--- config.mk ---
export PLATFORM = sky130hd
export DESIGN_NAME = icm_capture
export DESIGN_NICKNAME = d
export VERILOG_FILES = /design/src/rtl/icm_pkg.sv /design/src/rtl/icm_capture.sv
export SDC_FILE = /design/constraint.sdc
export NUM_CORES = 1
export LEC_CHECK = 0
export ABC_AREA = 1
export BUFFER_PORTS_ARGS = -buffer_cell sky130_fd_sc_hd__buf_2
export CORE_UTILIZATION = 53
export DETAILED_ROUTE_END_ITERATION = 16
export PLACE_DENSITY = 0.87
export REMOVE_ABC_BUFFERS = 1
export SLEW_MARGIN = 20
export SYNTH_ARGS = -nofsm -noshare
export SYNTH_HDL_FRONTEND = slang
export SYNTH_SLANG_ARGS = --single-unit
--- constraint.sdc ---
create_clock -name CORE_CLK -period 3.85 [get_ports CORE_CLK]
set_clock_uncertainty 0.15 [all_clocks]
set_input_delay 0.1925 -clock CORE_CLK [delete_from_list [all_inputs] [get_ports CORE_CLK]]
set_output_delay 0.1925 -clock CORE_CLK [all_outputs]
set_load 0.01 [all_outputs]
--- src/rtl/icm_pkg.sv ---
// package: register map, field layouts and constants of the capture channel
package icm_pkg;

  // register byte offsets on the Avalon-MM slave
  localparam logic [4:0] OFS_CTRL1    = 5'h00;
  localparam logic [4:0] OFS_CTRL2    = 5'h04;
  localparam logic [4:0] OFS_BUF      = 5'h08;
  localparam logic [4:0] OFS_TIMER    = 5'h0C;
  localparam logic [4:0] OFS_IRQ_STAT = 5'h10;
  localparam logic [4:0] OFS_IRQ_EN   = 5'h14;
  localparam logic [4:0] OFS_IRQ_CLR  = 5'h18;

  // reset values
  localparam logic [15:0] CTRL1_RESET = 16'h0000;
  localparam logic [15:0] CTRL2_RESET = 16'h000D;

  // capture buffer depth
  localparam int          BUF_DEPTH   = 4;
  localparam int          BUF_AW      = 2;

  // prescaled edge counts
  localparam logic [3:0]  PRE_4TH     = 4'h3;
  localparam logic [3:0]  PRE_16TH    = 4'hF;

  // source select codes that stand for other capture channel timers
  localparam logic [4:0]  SRC_CAP_LO  = 5'h05;
  localparam logic [4:0]  SRC_CAP_HI  = 5'h08;
  // reserved source codes: 01001 01010 10100 10101 11101 11110 11111
  localparam logic [31:0] SRC_VALID   = 32'h1FCF_F9FF;

  // interrupt status bit positions
  localparam int IRQ_CAPTURE = 0;
  localparam int IRQ_OVERFLOW = 1;
  localparam int IRQ_TRIGGER = 2;
  localparam int IRQ_WAKE    = 3;
  localparam int IRQ_W       = 4;

  typedef enum logic [2:0] {
    ICM_MODE_OFF     = 3'b000,
    ICM_MODE_FALL    = 3'b001,
    ICM_MODE_RISE    = 3'b010,
    ICM_MODE_BOTH    = 3'b011,
    ICM_MODE_RISE4   = 3'b100,
    ICM_MODE_RISE16  = 3'b101,
    ICM_MODE_RSVD    = 3'b110,
    ICM_MODE_WAKE    = 3'b111
  } icm_mode_t;

  // clock select codes
  localparam logic [2:0] CLK_PERIPH  = 3'b111;
  localparam logic [2:0] CLK_RSVD_A  = 3'b110;
  localparam logic [2:0] CLK_RSVD_B  = 3'b101;

  typedef struct packed {
    logic [2:0]  rsvd_hi;
    logic [2:0]  capture_clock_sel;
    logic [2:0]  rsvd_mid;
    logic [1:0]  captures_per_irq;
    logic        capture_overflow_flag;
    logic        buffer_not_empty_flag;
    logic [2:0]  capture_mode_sel;
  } icm_ctrl1_t;

  typedef struct packed {
    logic [6:0]  rsvd_hi;
    logic        cascade_pair_enable;
    logic        trigger_operation_sel;
    logic        timer_triggered_status;
    logic        rsvd_lo;
    logic [4:0]  sync_source_sel;
  } icm_ctrl2_t;

  typedef struct packed {
    logic        read;
    logic        write;
    logic [4:0]  address;
    logic [31:0] writedata;
  } icm_avl_req_t;

endpackage

--- src/rtl/icm_capture.sv ---
// input capture channel: mode select, trigger/sync timer, buffer and irq
//
// Notes on behaviour
// - mode 000 keeps the channel off, no captures at all
// - read-only overflow and buffer-not-empty flags follow the capture buffer
// - cascade bit joins odd and even channel into one 32-bit capture unit
// - trigger select 1: selected source event starts the capture timer
// - trigger select 0: selected source event synchronises the timer
// - triggered status reads 1 once the timer is triggered and counting
// - while triggered status is 0 the timer is held at zero
// - source event sets triggered status; software may read, set, clear it
// - five-bit source select field chooses the sync or trigger event
// - capture timer sources act one cycle after that timer rolls over
// - bits 15 to 9 and bit 5 of control two read as zero
// - two-bit field sets captures per interrupt, unused in modes 001, 111
// - clock select 111 is the core clock, 110 and 101 are reserved
// - source codes map to event inputs; reserved codes select nothing
`timescale 1ns/1ps

module icm_capture (
  input  wire logic        CORE_CLK,
  input  wire logic        RST_N,
  input  wire logic [4:0]  AVS_ADDRESS,
  input  wire logic        AVS_READ,
  input  wire logic        AVS_WRITE,
  input  wire logic [31:0] AVS_WRITEDATA,
  output logic      [31:0] AVS_READDATA,
  output logic             AVS_WAITREQUEST,
  input  wire logic        CAP_IN,
  input  wire logic        SLEEP_IDLE,
  input  wire logic [4:0]  TIMER_TICK,
  input  wire logic [31:0] SYNC_EVENT,
  input  wire logic        PARTNER_CASCADE,
  output logic             CASCADE_EN,
  output logic             TIMER_ROLLOVER,
  output logic             CAPTURE_EVENT,
  output logic             IRQ
);

  ////////////////////////////////////////////////////////////////////////////
  // bus slave: one wait state, answer registered

  icm_pkg::icm_avl_req_t req;
  logic                  ack_q;
  logic [31:0]           rdata_q;
  logic                  acc;
  logic                  wr_acc;
  logic                  rd_acc;

  assign req.read      = AVS_READ;
  assign req.write     = AVS_WRITE;
  assign req.address   = AVS_ADDRESS;
  assign req.writedata = AVS_WRITEDATA;

  assign AVS_WAITREQUEST = (req.read | req.write) & ~ack_q;
  assign acc             = (req.read | req.write) & ack_q;
  assign wr_acc          = acc & req.write;
  assign rd_acc          = acc & req.read;
  assign AVS_READDATA    = rdata_q;

  wire sel_ctrl1 = req.address == icm_pkg::OFS_CTRL1;
  wire sel_ctrl2 = req.address == icm_pkg::OFS_CTRL2;
  wire sel_buf   = req.address == icm_pkg::OFS_BUF;
  wire sel_timer = req.address == icm_pkg::OFS_TIMER;
  wire sel_stat  = req.address == icm_pkg::OFS_IRQ_STAT;
  wire sel_en    = req.address == icm_pkg::OFS_IRQ_EN;
  wire sel_clr   = req.address == icm_pkg::OFS_IRQ_CLR;

  wire wr_ctrl1  = wr_acc & sel_ctrl1;
  wire wr_ctrl2  = wr_acc & sel_ctrl2;
  wire wr_en     = wr_acc & sel_en;
  wire wr_clr    = wr_acc & sel_clr;
  wire rd_buf    = rd_acc & sel_buf;

  always_ff @(posedge CORE_CLK or negedge RST_N) begin
    if (!RST_N) begin
      ack_q <= 1'b0;
    end else begin
      ack_q <= AVS_WAITREQUEST;
    end
  end

  ////////////////////////////////////////////////////////////////////////////
  // control registers

  logic [2:0]  mode_q;
  logic [1:0]  per_irq_q;
  logic [2:0]  clk_sel_q;
  logic        cascade_q;
  logic        trig_op_q;
  logic        trig_stat_q;
  logic        trig_stat_d;
  logic [4:0]  src_sel_q;

  localparam int IRQ_WB = icm_pkg::IRQ_W;

  icm_pkg::icm_ctrl1_t wr1;
  icm_pkg::icm_ctrl2_t wr2;
  assign wr1 = AVS_WRITEDATA[15:0];
  assign wr2 = AVS_WRITEDATA[15:0];

  always_ff @(posedge CORE_CLK or negedge RST_N) begin
    if (!RST_N) begin
      mode_q    <= icm_pkg::CTRL1_RESET[2:0];
      per_irq_q <= icm_pkg::CTRL1_RESET[6:5];
      clk_sel_q <= icm_pkg::CTRL1_RESET[12:10];
    end else if (wr_ctrl1) begin
      mode_q    <= wr1.capture_mode_sel;
      per_irq_q <= wr1.captures_per_irq;
      clk_sel_q <= wr1.capture_clock_sel;
    end
  end

  always_ff @(posedge CORE_CLK or negedge RST_N) begin
    if (!RST_N) begin
      cascade_q <= icm_pkg::CTRL2_RESET[8];
      trig_op_q <= icm_pkg::CTRL2_RESET[7];
      src_sel_q <= icm_pkg::CTRL2_RESET[4:0];
    end else if (wr_ctrl2) begin
      cascade_q <= wr2.cascade_pair_enable;
      trig_op_q <= wr2.trigger_operation_sel;
      src_sel_q <= wr2.sync_source_sel;
    end
  end

  icm_pkg::icm_mode_t mode;
  assign mode = icm_pkg::icm_mode_t'(mode_q);

  ////////////////////////////////////////////////////////////////////////////
  // source select and trigger status

  logic        src_raw;
  logic        src_is_timer;
  logic        src_late_q;
  logic        src_evt;

  // reserved codes are masked out and select nothing
  assign src_raw = SYNC_EVENT[src_sel_q] & icm_pkg::SRC_VALID[src_sel_q];
  // a capture timer source acts the cycle after its rollover
  assign src_is_timer = (src_sel_q >= icm_pkg::SRC_CAP_LO) &
                        (src_sel_q <= icm_pkg::SRC_CAP_HI);
  assign src_evt = src_is_timer ? src_late_q : src_raw;

  always_ff @(posedge CORE_CLK or negedge RST_N) begin
    if (!RST_N) begin
      src_late_q <= 1'b0;
    end else begin
      src_late_q <= src_raw & src_is_timer;
    end
  end

  // hardware set wins over a software clear in the same cycle
  always_comb begin
    trig_stat_d = trig_stat_q;
    if (wr_ctrl2) begin
      trig_stat_d = wr2.timer_triggered_status;
    end
    if (src_evt) begin
      trig_stat_d = 1'b1;
    end
  end

  always_ff @(posedge CORE_CLK or negedge RST_N) begin
    if (!RST_N) begin
      trig_stat_q <= icm_pkg::CTRL2_RESET[6];
    end else begin
      trig_stat_q <= trig_stat_d;
    end
  end

  ////////////////////////////////////////////////////////////////////////////
  // capture timer

  logic        tick;
  logic        cascaded;
  logic [15:0] tmr_lo_q;
  logic [15:0] tmr_hi_q;
  logic        lo_wrap;
  logic        rollover;
  logic        sync_clr;

  always_comb begin
    unique case (clk_sel_q)
      icm_pkg::CLK_PERIPH: tick = 1'b1;
      icm_pkg::CLK_RSVD_A: tick = 1'b0;
      icm_pkg::CLK_RSVD_B: tick = 1'b0;
      default:             tick = TIMER_TICK[clk_sel_q];
    endcase
  end

  // the pair only cascades when both halves ask for it
  assign cascaded   = cascade_q & PARTNER_CASCADE;
  assign CASCADE_EN = cascade_q;
  assign lo_wrap    = tick & trig_stat_q & (tmr_lo_q == 16'hFFFF);
  assign rollover   = cascaded ? lo_wrap & (tmr_hi_q == 16'hFFFF) : lo_wrap;
  // in sync operation each source event restarts the count from zero
  assign sync_clr   = src_evt & ~trig_op_q;

  always_ff @(posedge CORE_CLK or negedge RST_N) begin
    if (!RST_N) begin
      tmr_lo_q <= 16'h0000;
      tmr_hi_q <= 16'h0000;
    end else if (!trig_stat_q || sync_clr) begin
      tmr_lo_q <= 16'h0000;
      tmr_hi_q <= 16'h0000;
    end else if (tick) begin
      tmr_lo_q <= tmr_lo_q + 16'h0001;
      if (cascaded && lo_wrap) begin
        tmr_hi_q <= tmr_hi_q + 16'h0001;
      end else if (!cascaded) begin
        tmr_hi_q <= 16'h0000;
      end
    end
  end

  always_ff @(posedge CORE_CLK or negedge RST_N) begin
    if (!RST_N) begin
      TIMER_ROLLOVER <= 1'b0;
    end else begin
      TIMER_ROLLOVER <= rollover;
    end
  end

  ////////////////////////////////////////////////////////////////////////////
  // edge detection and prescaler

  logic        cap_prev_q;
  logic        rise;
  logic        fall;
  logic [3:0]  pre_q;
  logic        cap_hit;
  logic        wake_hit;
  logic        active;

  assign rise   = CAP_IN & ~cap_prev_q;
  assign fall   = ~CAP_IN & cap_prev_q;
  assign active = (mode != icm_pkg::ICM_MODE_OFF) &
                  (mode != icm_pkg::ICM_MODE_RSVD);

  always_comb begin
    unique case (mode)
      icm_pkg::ICM_MODE_FALL:   cap_hit = fall;
      icm_pkg::ICM_MODE_RISE:   cap_hit = rise;
      icm_pkg::ICM_MODE_BOTH:   cap_hit = rise | fall;
      icm_pkg::ICM_MODE_RISE4:  cap_hit = rise &
                                (pre_q[1:0] == icm_pkg::PRE_4TH[1:0]);
      icm_pkg::ICM_MODE_RISE16: cap_hit = rise & (pre_q == icm_pkg::PRE_16TH);
      default:                  cap_hit = 1'b0;
    endcase
  end

  // mode 111 stores nothing, it only wakes the core
  assign wake_hit = (mode == icm_pkg::ICM_MODE_WAKE) & rise & SLEEP_IDLE;

  always_ff @(posedge CORE_CLK or negedge RST_N) begin
    if (!RST_N) begin
      cap_prev_q <= 1'b0;
      pre_q      <= 4'h0;
    end else begin
      cap_prev_q <= CAP_IN;
      if (!active || wr_ctrl1) begin
        pre_q <= 4'h0;
      end else if (rise) begin
        pre_q <= pre_q + 4'h1;
      end
    end
  end

  ////////////////////////////////////////////////////////////////////////////
  // capture buffer

  logic [31:0]               buf_mem [icm_pkg::BUF_DEPTH];
  logic [icm_pkg::BUF_AW-1:0] wptr_q;
  logic [icm_pkg::BUF_AW-1:0] rptr_q;
  logic [icm_pkg::BUF_AW:0]   cnt_q;
  logic                      full;
  logic                      empty;
  logic                      push;
  logic                      pop;
  logic                      ovf_q;
  logic                      ovf_set;

  assign full    = cnt_q == 3'(icm_pkg::BUF_DEPTH);
  assign empty   = cnt_q == 3'h0;
  assign push    = cap_hit & ~full;
  assign pop     = rd_buf & ~empty;
  assign ovf_set = cap_hit & full;

  always_ff @(posedge CORE_CLK) begin
    if (push) begin
      buf_mem[wptr_q] <= {tmr_hi_q, tmr_lo_q};
    end
  end

  always_ff @(posedge CORE_CLK or negedge RST_N) begin
    if (!RST_N) begin
      wptr_q <= '0;
      rptr_q <= '0;
      cnt_q  <= '0;
    end else if (!active) begin
      wptr_q <= '0;
      rptr_q <= '0;
      cnt_q  <= '0;
    end else begin
      wptr_q <= wptr_q + BUF_INC(push);
      rptr_q <= rptr_q + BUF_INC(pop);
      cnt_q  <= cnt_q + {2'b00, push} - {2'b00, pop};
    end
  end

  function automatic logic [icm_pkg::BUF_AW-1:0] BUF_INC(input logic b);
    BUF_INC = {{(icm_pkg::BUF_AW-1){1'b0}}, b};
  endfunction

  // overflow holds until the channel is switched off (mode 000) or set to mode 110
  always_ff @(posedge CORE_CLK or negedge RST_N) begin
    if (!RST_N) begin
      ovf_q <= 1'b0;
    end else if (ovf_set) begin
      ovf_q <= 1'b1;
    end else if (!active) begin
      ovf_q <= 1'b0;
    end
  end

  ////////////////////////////////////////////////////////////////////////////
  // captures per interrupt

  logic [1:0] ev_cnt_q;
  logic       cap_irq;
  logic       per_used;

  assign per_used = mode != icm_pkg::ICM_MODE_FALL;
  assign cap_irq  = push & (!per_used || (ev_cnt_q == per_irq_q));

  always_ff @(posedge CORE_CLK or negedge RST_N) begin
    if (!RST_N) begin
      ev_cnt_q <= 2'h0;
    end else if (!active || wr_ctrl1 || cap_irq) begin
      ev_cnt_q <= 2'h0;
    end else if (push) begin
      ev_cnt_q <= ev_cnt_q + 2'h1;
    end
  end

  assign CAPTURE_EVENT = cap_irq;

  ////////////////////////////////////////////////////////////////////////////
  // interrupt status, enable and clear

  logic [IRQ_WB-1:0] ev_vec;
  logic [IRQ_WB-1:0] stat_q;
  logic [IRQ_WB-1:0] en_q;

  assign ev_vec[icm_pkg::IRQ_CAPTURE]  = cap_irq;
  assign ev_vec[icm_pkg::IRQ_OVERFLOW] = ovf_set;
  assign ev_vec[icm_pkg::IRQ_TRIGGER]  = src_evt;
  assign ev_vec[icm_pkg::IRQ_WAKE]     = wake_hit;

  for (genvar i = 0; i < IRQ_WB; i++) begin : g_stat
    always_ff @(posedge CORE_CLK or negedge RST_N) begin
      if (!RST_N) begin
        stat_q[i] <= 1'b0;
      end else if (ev_vec[i]) begin
        stat_q[i] <= 1'b1;
      end else if (wr_clr && AVS_WRITEDATA[i]) begin
        stat_q[i] <= 1'b0;
      end
    end
  end

  always_ff @(posedge CORE_CLK or negedge RST_N) begin
    if (!RST_N) begin
      en_q <= '0;
    end else if (wr_en) begin
      en_q <= AVS_WRITEDATA[IRQ_WB-1:0];
    end
  end

  assign IRQ = |(stat_q & en_q);

  ////////////////////////////////////////////////////////////////////////////
  // read mux

  logic [15:0] rd_ctrl1;
  logic [15:0] rd_ctrl2;
  logic [31:0] rd_buf_w;
  logic [31:0] rd_mux;

  assign rd_ctrl1 = {3'b000, clk_sel_q, 3'b000, per_irq_q,
                     ovf_q, ~empty, mode_q};
  assign rd_ctrl2 = {7'h00, cascade_q, trig_op_q, trig_stat_q,
                     1'b0, src_sel_q};
  assign rd_buf_w = empty ? 32'h0000_0000 :
                    cascaded ? buf_mem[rptr_q] :
                    {16'h0000, buf_mem[rptr_q][15:0]};

  always_comb begin
    rd_mux = 32'h0000_0000;
    if (sel_ctrl1) begin
      rd_mux = {16'h0000, rd_ctrl1};
    end else if (sel_ctrl2) begin
      rd_mux = {16'h0000, rd_ctrl2};
    end else if (sel_buf) begin
      rd_mux = rd_buf_w;
    end else if (sel_timer) begin
      rd_mux = {tmr_hi_q, tmr_lo_q};
    end else if (sel_stat) begin
      rd_mux = {28'h0000000, stat_q};
    end else if (sel_en) begin
      rd_mux = {28'h0000000, en_q};
    end
  end

  always_ff @(posedge CORE_CLK or negedge RST_N) begin
    if (!RST_N) begin
      rdata_q <= 32'h0000_0000;
    end else if (req.read && !ack_q) begin
      rdata_q <= rd_mux;
    end
  end

endmodule

==> flow_metrics.tcl, run 1 <==
set metrics [dict create \
    post_synth_fa_ha_maj_area_fraction_pct 1.231 \
    synth_edf_count 128 \
    place_hpwl_mm 15.91 \
    first_global_vias 8503 \
    finalSetupViolations 0 \
    route.vias.total 8599 \
    grt_setup_unrepaired "no" \
    worst_setup_path_start_kind "flip-flop" \
    pwr-share-comb_pct 14.5 \
    synth_compound_area_share_pct 11.63 \
    synth.most_common_cell "sky130_fd_sc_hd__nand2_1" \
    post_synth_xor_area_fraction_pct 2.113 \
    antenna_cells_inserted 0 \
    post_synth_inst_count 1113 \
    postSynth.topFlopCell "sky130_fd_sc_hd__edfxtp_1" \
    clock_power_share_pct 36.8 \
    finish.utilization_pct 63.39 \
    fin_crit_ns 2.844 \
    gp_congestion 0.9036 \
    max-vdd-ir-drop_mv 0.5034 \
    antenna_found_initial 0 \
    worst-endpoint-required_ns 3.51 \
    final.setup.tns_ns 0 \
    critical-path-max-stage-delay_ns 0.38 \
    pre_cts_ws_ns 1.095 \
    path_cells "inv_1 > ha_1 > nand2_1 > o21ai_0 > nand2_1 > nor2_2 > inv_1 > nor2_1 > buf_2" \
    netlist.top_cell.by_area "sky130_fd_sc_hd__edfxtp_1" \
    status "complete, no violations" \
    max_clock_freq_ghz 0.3516 \
    drcViolationCount 0 \
    max_slew_margin_pct 50.15 \
    die_h_um 144.6 \
    cellLeakagePower_nw 5.236 \
    detail_route.iter0.violations 785 \
    nNetsFinal 1315 \
    critPathKind "flip-flop to output port" \
    die_w_um 144.6 \
    p_per_area_mw_per_mm2 508.5 \
    cp_slowest_cell "sky130_fd_sc_hd__dfrtp_1" \
    yosysSeqAreaShare_pct 60.31 \
    initial_utilization_pct 54.66 \
    end_kind "output port" \
    synth_seq_cells 234 \
    placement_rows 51 \
    p_switching_mw 1.749 \
    cts_repair_resize_count 0 \
    clock-sinks 234 \
    simple_gate_portion_of_the_synthesized_area_pct 18.77 \
    drt_first_pass_iters 5 \
    internal_power_mw 4.606 \
    cts_buffer_depth 3 \
    synthesis.area_mm2 0.01078 \
    max-cap-violations 0 \
    synthesis.area_per_instance_um2 9.684 \
    clock-root-buffer "sky130_fd_sc_hd__clkbuf_16" \
    place.port_buffers 97 \
    globalRouteTotalUtil_pct 25.67 \
    tritoncts "yes" \
    postRouteWirelength_mm 25.60 \
    share_seq_of_total_power_pct 48.7 \
    grt_max_degree 66 \
    synth_top_cells_by_count "sky130_fd_sc_hd__nand2_1 (215), sky130_fd_sc_hd__nor2_1 (143), sky130_fd_sc_hd__edfxtp_1 (128), sky130_fd_sc_hd__o21ai_0 (121), sky130_fd_sc_hd__dfrtp_1 (103)" \
    finalCritPeriodShare_pct 73.87 \
    cts_made_buffers 24 \
    global_route.overflow_total 0 \
    layout-drive-gt1-share_pct 14.18 \
    design.portCount 118 \
    yosys-mux-area-fraction_pct 0.1045 \
    startpoint "cap_prev_q" \
    cp.arrival_ns 2.50 \
    min_path_type "primary input to asynchronous set/reset pin" \
    worst-slew-pin-transition_ns 0.7477 \
    regToRegSetupSlack_ns 1.08 \
    critical_path_peak_fanout 8 \
    cp_num_buf_inv 3 \
    combinational_family_with_the_most_area_after_synthesis "simple AND/OR/NAND/NOR gates" \
    switching_share_pct 27.52 \
    routed_wire_length_per_instance_um 17.00 \
    slew_viol_final 0 \
    post_cts.repair.setup_buffers 0 \
    fin_hold_ws_ns 0.04055 \
    worst_setup_hold_path_clk_slew_ns 0.06 \
    area_of_the_placeable_core_mm2 0.01972 \
    finalHoldViolations 0 \
    viasPerCell 5.710 \
    grt_first_pass_wirelength_mm 41.37 \
    fin_ws_ns 1.006 \
    clk_latency_ns 0.51 \
    synthTopCellsByArea "sky130_fd_sc_hd__edfxtp_1 (36%), sky130_fd_sc_hd__dfrtp_1 (24%), sky130_fd_sc_hd__nand2_1 (7.5%)" \
    share_of_flip_flops_with_an_asynchronous_set_or_reset_pct 45.30 \
    crit-reg2reg-launch "src_sel_q[0]" \
    areaGrowthSynthToFinish_pct 15.96 \
    synth_top_area_share_pct 35.66 \
    synthesis.yosys.warnings 0 \
    h-tree-depth 1 \
    synth.distinct_cells 47 \
    cpLargestDelayFamily "simple AND/OR/NAND/NOR gates" \
    die_area_mm2 0.02091 \
    final_antenna_net_count 0 \
]
logic make-up after synthesis:
| family | after synthesis |
|---|---|
| compound gates | 221 |
| buf+inv | 152 |
| mux | 1 |
| simple gates | 469 |
| xor+xnor | 26 |
| flops | 234 |
| fa+ha+maj | 10 |
final cells by class:
| cell class | count | area, um2 |
|---|---|---|
| clock buffers | 36 | 749.5 |
| clock inverters | 7 | 57.56 |
| fillers | 1468 | 7219 |
| inverters | 107 | 411.6 |
| multi-input cells | 727 | 3664 |
| flip-flops and latches | 234 | 6501 |
| well taps | 265 | 331.6 |
| repair buffers | 130 | 783.3 |
placed cells by master, fill, tap and decap left out, drive strengths merged, types with 2 or more instances in the layout:
cell / Yosys / final
a21oi: 25 / 25
a221oi: 6 / 6
a22oi: 22 / 22
buf: 14 / 111
clkbuf: 31 / 36
clkinv: 2 / 7
dfrtp: 103 / 103
dfstp: 3 / 3
dlygate4sd3: 0 / 19
edfxtp: 128 / 128
ha: 9 / 9
inv: 105 / 105
nand2: 217 / 217
nand3: 40 / 40
nand4: 37 / 37
nor2: 147 / 147
nor3: 17 / 17
nor3b: 3 / 3
nor4: 3 / 3
o211ai: 6 / 6
o21ai: 123 / 123
o22ai: 36 / 36
o31ai: 2 / 2
or2: 4 / 4
xnor2: 7 / 7
xor2: 19 / 19
worst paths after layout:
kind / end / depth (start not counted)
worst max-delay path: CAPTURE_EVENT / 9
worst min-delay path: tmr_lo_q[15] / 2
worst max register to register: tmr_hi_q[12] / 14
worst min register to register: AVS_READDATA[15] / 2
max in group asynchronous: src_sel_q[3] / 3
min in group CORE_CLK: AVS_READDATA[6] / 6
timing repair:
| item | 4_1_cts | 5_1_grt |
|---|---|---|
| setup endpoints to repair | 0 | 0 |
| hold buffers | 19 | 0 |
| endpoints found under the hold margin | 65 | 0 |
power by group through the flow:
stage / sequential (mW) / clock, mW / combinational, mW
after CTS: 3.09 / 2.37 / 0.916
after global routing: 3.12 / 2.46 / 1.04
final: 3.10 / 2.34 / 0.921
after global placement: 3.12 / 0 / 0.860
after detailed placement: 3.14 / 0 / 0.891
after floorplan: 3.09 / 0 / 0.595
metrics by stage:
step / cells / power, mW / area [um2]
2_1_floorplan: 1068 / 3.687 / 10560
3_3_place_gp: 1444 / 3.978 / 11500
3_5_place_dp: 1444 / 4.027 / 11500
4_1_cts: 1506 / 6.372 / 12500
5_1_grt: 1506 / 6.619 / 12500
6_report: 1506 / 6.355 / 12500
routing by layer:
| metal | GRT usage, % | share of wire, % |
|---|---|---|
| met1 | 32.31 | 39 |
| met2 | 45.57 | 50 |
| met3 | 3.974 | 8.4 |
| met4 | 7.535 | 2.1 |
| met5 | 0 | 0 |
flip-flops by register name, summed over array words and instances (netlist names), 2 cells and up:
signal	flops
tmr_hi_q	16
rptr_q	2
buf_mem	128
en_q	4
tmr_lo_q	16
pre_q	4
wptr_q	2
cnt_q	3
mode	3
ev_cnt_q	2
per_irq_q	2
clk_sel_q	3
AVS_READDATA	32
src_sel_q	5
stat_q	4
Power figures use the tool's default switching activity.
==> run 2, diff against run 1 <==
--- a/config.mk
+++ b/config.mk
@@ -5,7 +5,7 @@
 export SDC_FILE = /design/constraint.sdc
 export NUM_CORES = 1
 export LEC_CHECK = 0
-export ABC_AREA = 1
+export ABC_AREA = 0
 export BUFFER_PORTS_ARGS = -buffer_cell sky130_fd_sc_hd__buf_2
 export CORE_UTILIZATION = 53
 export DETAILED_ROUTE_END_ITERATION = 16
==> constraint.sdc (replaced) <==
create_clock -name CORE_CLK -period 2.3 [get_ports CORE_CLK]
set_clock_uncertainty 0.15 [all_clocks]
set_input_delay 0.115 -clock CORE_CLK [delete_from_list [all_inputs] [get_ports CORE_CLK]]
set_output_delay 0.115 -clock CORE_CLK [all_outputs]
set_load 0.01 [all_outputs]
==> run 2 against run 1 <==
Effect of this change: the flow now finishes with violations (negative hold slack, negative setup slack); routed wire length up 31%; register-to-register slack worse by 1.3 ns; die area down 2.0%; final cell count down 14%; clock-buffer cell count down 6; synthesized cell count down 27%; via count down 0.78%; power up 67%; setup slack worse by 1.3 ns; largest power group unchanged; combinational power up 100%; worst hold slack worse by 0.44 ns; sequential power up 53%.
==> flow_metrics.tcl, run 2 <==
set metrics [dict create \
    global_route.overflow_total 0 \
    synthesis.area_mm2 0.01056 \
    globalRouteTotalUtil_pct 30.06 \
    finalHoldViolations 1 \
    max_clock_freq_ghz 0.3919 \
    critPathKind "flip-flop to flip-flop" \
    largest_register_ff_count 128 \
    layoutNonFillerInstCount 1298 \
    multi_input_comb_area_mm2 0.004220 \
    clock-root-buffer "sky130_fd_sc_hd__clkbuf_16" \
    cp.arrival_ns 2.78 \
    synth_top_area_share_pct 36.42 \
    worst_setup_path_endpoint "cnt_q[2]" \
    initial_utilization_pct 54.23 \
    place.port_buffers 97 \
    die_w_um 143.1 \
    post-place-cells 1219 \
    max-vdd-ir-drop_mv 0.4646 \
    yosysSeqAreaShare_pct 61.58 \
    path_cells "ha_1 > a21o_1 > nand2_1 > nand4b_1 > xnor2_1 > ha_2 > inv_2 > fa_2 > xor2_1 > xnor2_1 > nor2_1" \
    status "finished with violations" \
    worst-endpoint-required_ns 2.53 \
    regMostFlops "buf_mem" \
    postSynth.topFlopCell "sky130_fd_sc_hd__edfxtp_1" \
    drt_first_pass_iters 5 \
    seq_area_mm2 0.006502 \
    place_hpwl_mm 17.03 \
    synth.most_common_cell "sky130_fd_sc_hd__edfxtp_1" \
    critical-path-max-stage-delay_ns 0.38 \
    violated_checks "negative hold slack, negative setup slack" \
    netlist.top_cell.by_area "sky130_fd_sc_hd__edfxtp_1" \
    worst_setup_path_start_kind "flip-flop" \
    synth_edf_count 128 \
    worst_r2r_endpoint "cnt_q[2]" \
    cp_num_buf_inv 1 \
    cpLargestDelayFamily "adder cells" \
    postRouteWirelength_mm 33.49 \
    mostFrequentLayoutCells "sky130_fd_sc_hd__edfxtp_1 (128), sky130_fd_sc_hd__dfrtp_1 (101), sky130_fd_sc_hd__buf_2 (96)" \
    viasPerCell 6.573 \
    synth_seq_cells 234 \
    routed_wire_length_per_instance_um 25.80 \
    gp_congestion 0.9522 \
    worst_path_most_repeated_cell "sky130_fd_sc_hd__xnor2_1" \
    finalSetupViolations 142 \
    antenna_cells_inserted 0 \
    crit-reg2reg-launch "cap_prev_q" \
    synthesis.area_per_instance_um2 13.01 \
    fin_hold_ws_ns -0.4044 \
    cp_slowest_cell "sky130_fd_sc_hd__dfrtp_1" \
    fin_crit_ns 2.552 \
    finalCritPeriodShare_pct 110.9 \
    share_of_flip_flops_with_an_asynchronous_set_or_reset_pct 45.30 \
    cts_buffer_depth 3 \
    synth.distinct_cells 69 \
    clk_latency_ns 0.52 \
    critical_path_peak_fanout 2 \
    clock-sinks 234 \
    fin_ws_ns -0.2517 \
    post_cts_hold_buffer_count 19 \
    cellLeakagePower_nw 5.385 \
    drcViolationCount 0 \
    slew_viol_final 0 \
    min_path_type "primary input to flip-flop" \
    fillers 1111 \
    areaGrowthSynthToFinish_pct 29.47 \
    area_of_the_placeable_core_mm2 0.01946 \
    design.portCount 118 \
    layout-drive-gt1-share_pct 36.01 \
    r2r_cells 11 \
    antenna_found_initial 0 \
    p_per_area_mw_per_mm2 776.1 \
    synth_top_cells_by_count "sky130_fd_sc_hd__edfxtp_1 (128), sky130_fd_sc_hd__dfrtp_1 (103), sky130_fd_sc_hd__nand2_1 (77), sky130_fd_sc_hd__nor2_1 (53), sky130_fd_sc_hd__o21ai_0 (53)" \
    grt_setup_unrepaired "yes" \
    detail_route.iter0.violations 1148 \
    placement_rows 51 \
    regToRegSetupSlack_ns -0.25 \
    max-cap-violations 0 \
    startpoint "cap_prev_q" \
    final_antenna_net_count 0 \
    critical_path_cell_count 11 \
    h-tree-depth 1 \
    nNetsFinal 1106 \
    max_slew_margin_pct 59.48 \
    grt_max_degree 58 \
    tritoncts "yes" \
    synthesis.yosys.warnings 0 \
    grt_first_pass_wirelength_mm 46.09 \
    die_h_um 143.1 \
    cts_made_buffers 24 \
    post_synth_inst_count 811 \
    end_kind "flip-flop" \
    route.vias.total 8532 \
    worst_setup_hold_path_clk_slew_ns 0.06 \
    final_common_cell "sky130_fd_sc_hd__edfxtp_1" \
    die_area_mm2 0.02048 \
    pre_cts_ws_ns -0.2314 \
    first_global_vias 8343 \
    synthTopCellsByArea "sky130_fd_sc_hd__edfxtp_1 (36%), sky130_fd_sc_hd__dfrtp_1 (24%), sky130_fd_sc_hd__mux4_2 (7.0%)" \
    worst-slew-pin-transition_ns 0.6055 \
]
run 2: changes by cell type after synthesis, moves of 15 or more:
cell,delta
sky130_fd_sc_hd__nand4_1,-26
sky130_fd_sc_hd__nand2_1,-138
sky130_fd_sc_hd__mux4_2,+33
sky130_fd_sc_hd__mux2i_1,+24
sky130_fd_sc_hd__xnor2_1,+15
sky130_fd_sc_hd__o21ai_0,-68
sky130_fd_sc_hd__inv_1,-82
sky130_fd_sc_hd__o22ai_1,-34
sky130_fd_sc_hd__nor2_1,-90
run 2: kinds of logic (layout without fill, tap and decap cells):
kind of cell	after synthesis	count (layout)	synth area share, %
simple gates	245	245	11.83
flops	234	234	61.58
compound gates	158	158	9.341
mux	73	73	11.02
buf+inv	63	285	2.643
xor+xnor	28	28	2.323
fa+ha+maj	10	10	1.257
run 2: through the flow:
step | utilization (%) | setup TNS, ns | instance area (um2) | total power, mW
after global placement | 61.60 | -6.313 | 11990 | 5.935
after detailed placement | 61.60 | -13.78 | 11990 | 5.989
after global routing | 70.22 | -28.36 | 13670 | 10.85
after floorplan | - | -238.62 | 10360 | 5.370
after CTS | 68.54 | -11.15 | 13340 | 10.26
final | 70.22 | -15.77 | 13670 | 10.61
run 2: repair_timing:
action,CTS,global route
resized for setup,65,54
endpoints found under the setup margin,99,165
cloned,3,3
setup buffers,2,8
pin swaps,6,24
hold endpoints to repair,135,1
run 2: layout make-up:
| cell class | instances | area share [%] |
|---|---|---|
| sequential | 234 | 47.58 |
| multi-input combinational | 514 | 30.88 |
| timing repair buffer | 222 | 12.68 |
| clock buffer | 30 | 4.715 |
| tap | 265 | 2.426 |
| clock inverter | 14 | 1.062 |
| inverter | 19 | 0.6501 |
run 2: worst min-delay path by stage:
stage / from / endpoint / cells past startpoint
finish: CAP_IN / cap_prev_q / 1
global placement: RST_N / en_q[1] / 1
detailed placement: RST_N / stat_q[1] / 1
CTS: CAP_IN / cap_prev_q / 1
global route: CAP_IN / cap_prev_q / 1
floorplan: RST_N / AVS_READDATA[0] / 0
run 2: report_power, final:
part | leakage (nW) | switching, mW | total [mW] | internal (mW)
clock | 0.374 | 1.67 | 4.00 | 2.32
sequential | 2.70 | 0.140 | 4.73 | 4.59
combinational | 2.31 | 1.09 | 1.88 | 0.794
total | 5.39 | 2.90 | 10.6 | 7.71
run 2: per-layer routing:
layer	share of wire (%)	global-route usage, %
met1	35	37.16
met2	48	51.19
met3	11	4.594
met4	6.2	15.73
met5	0	0
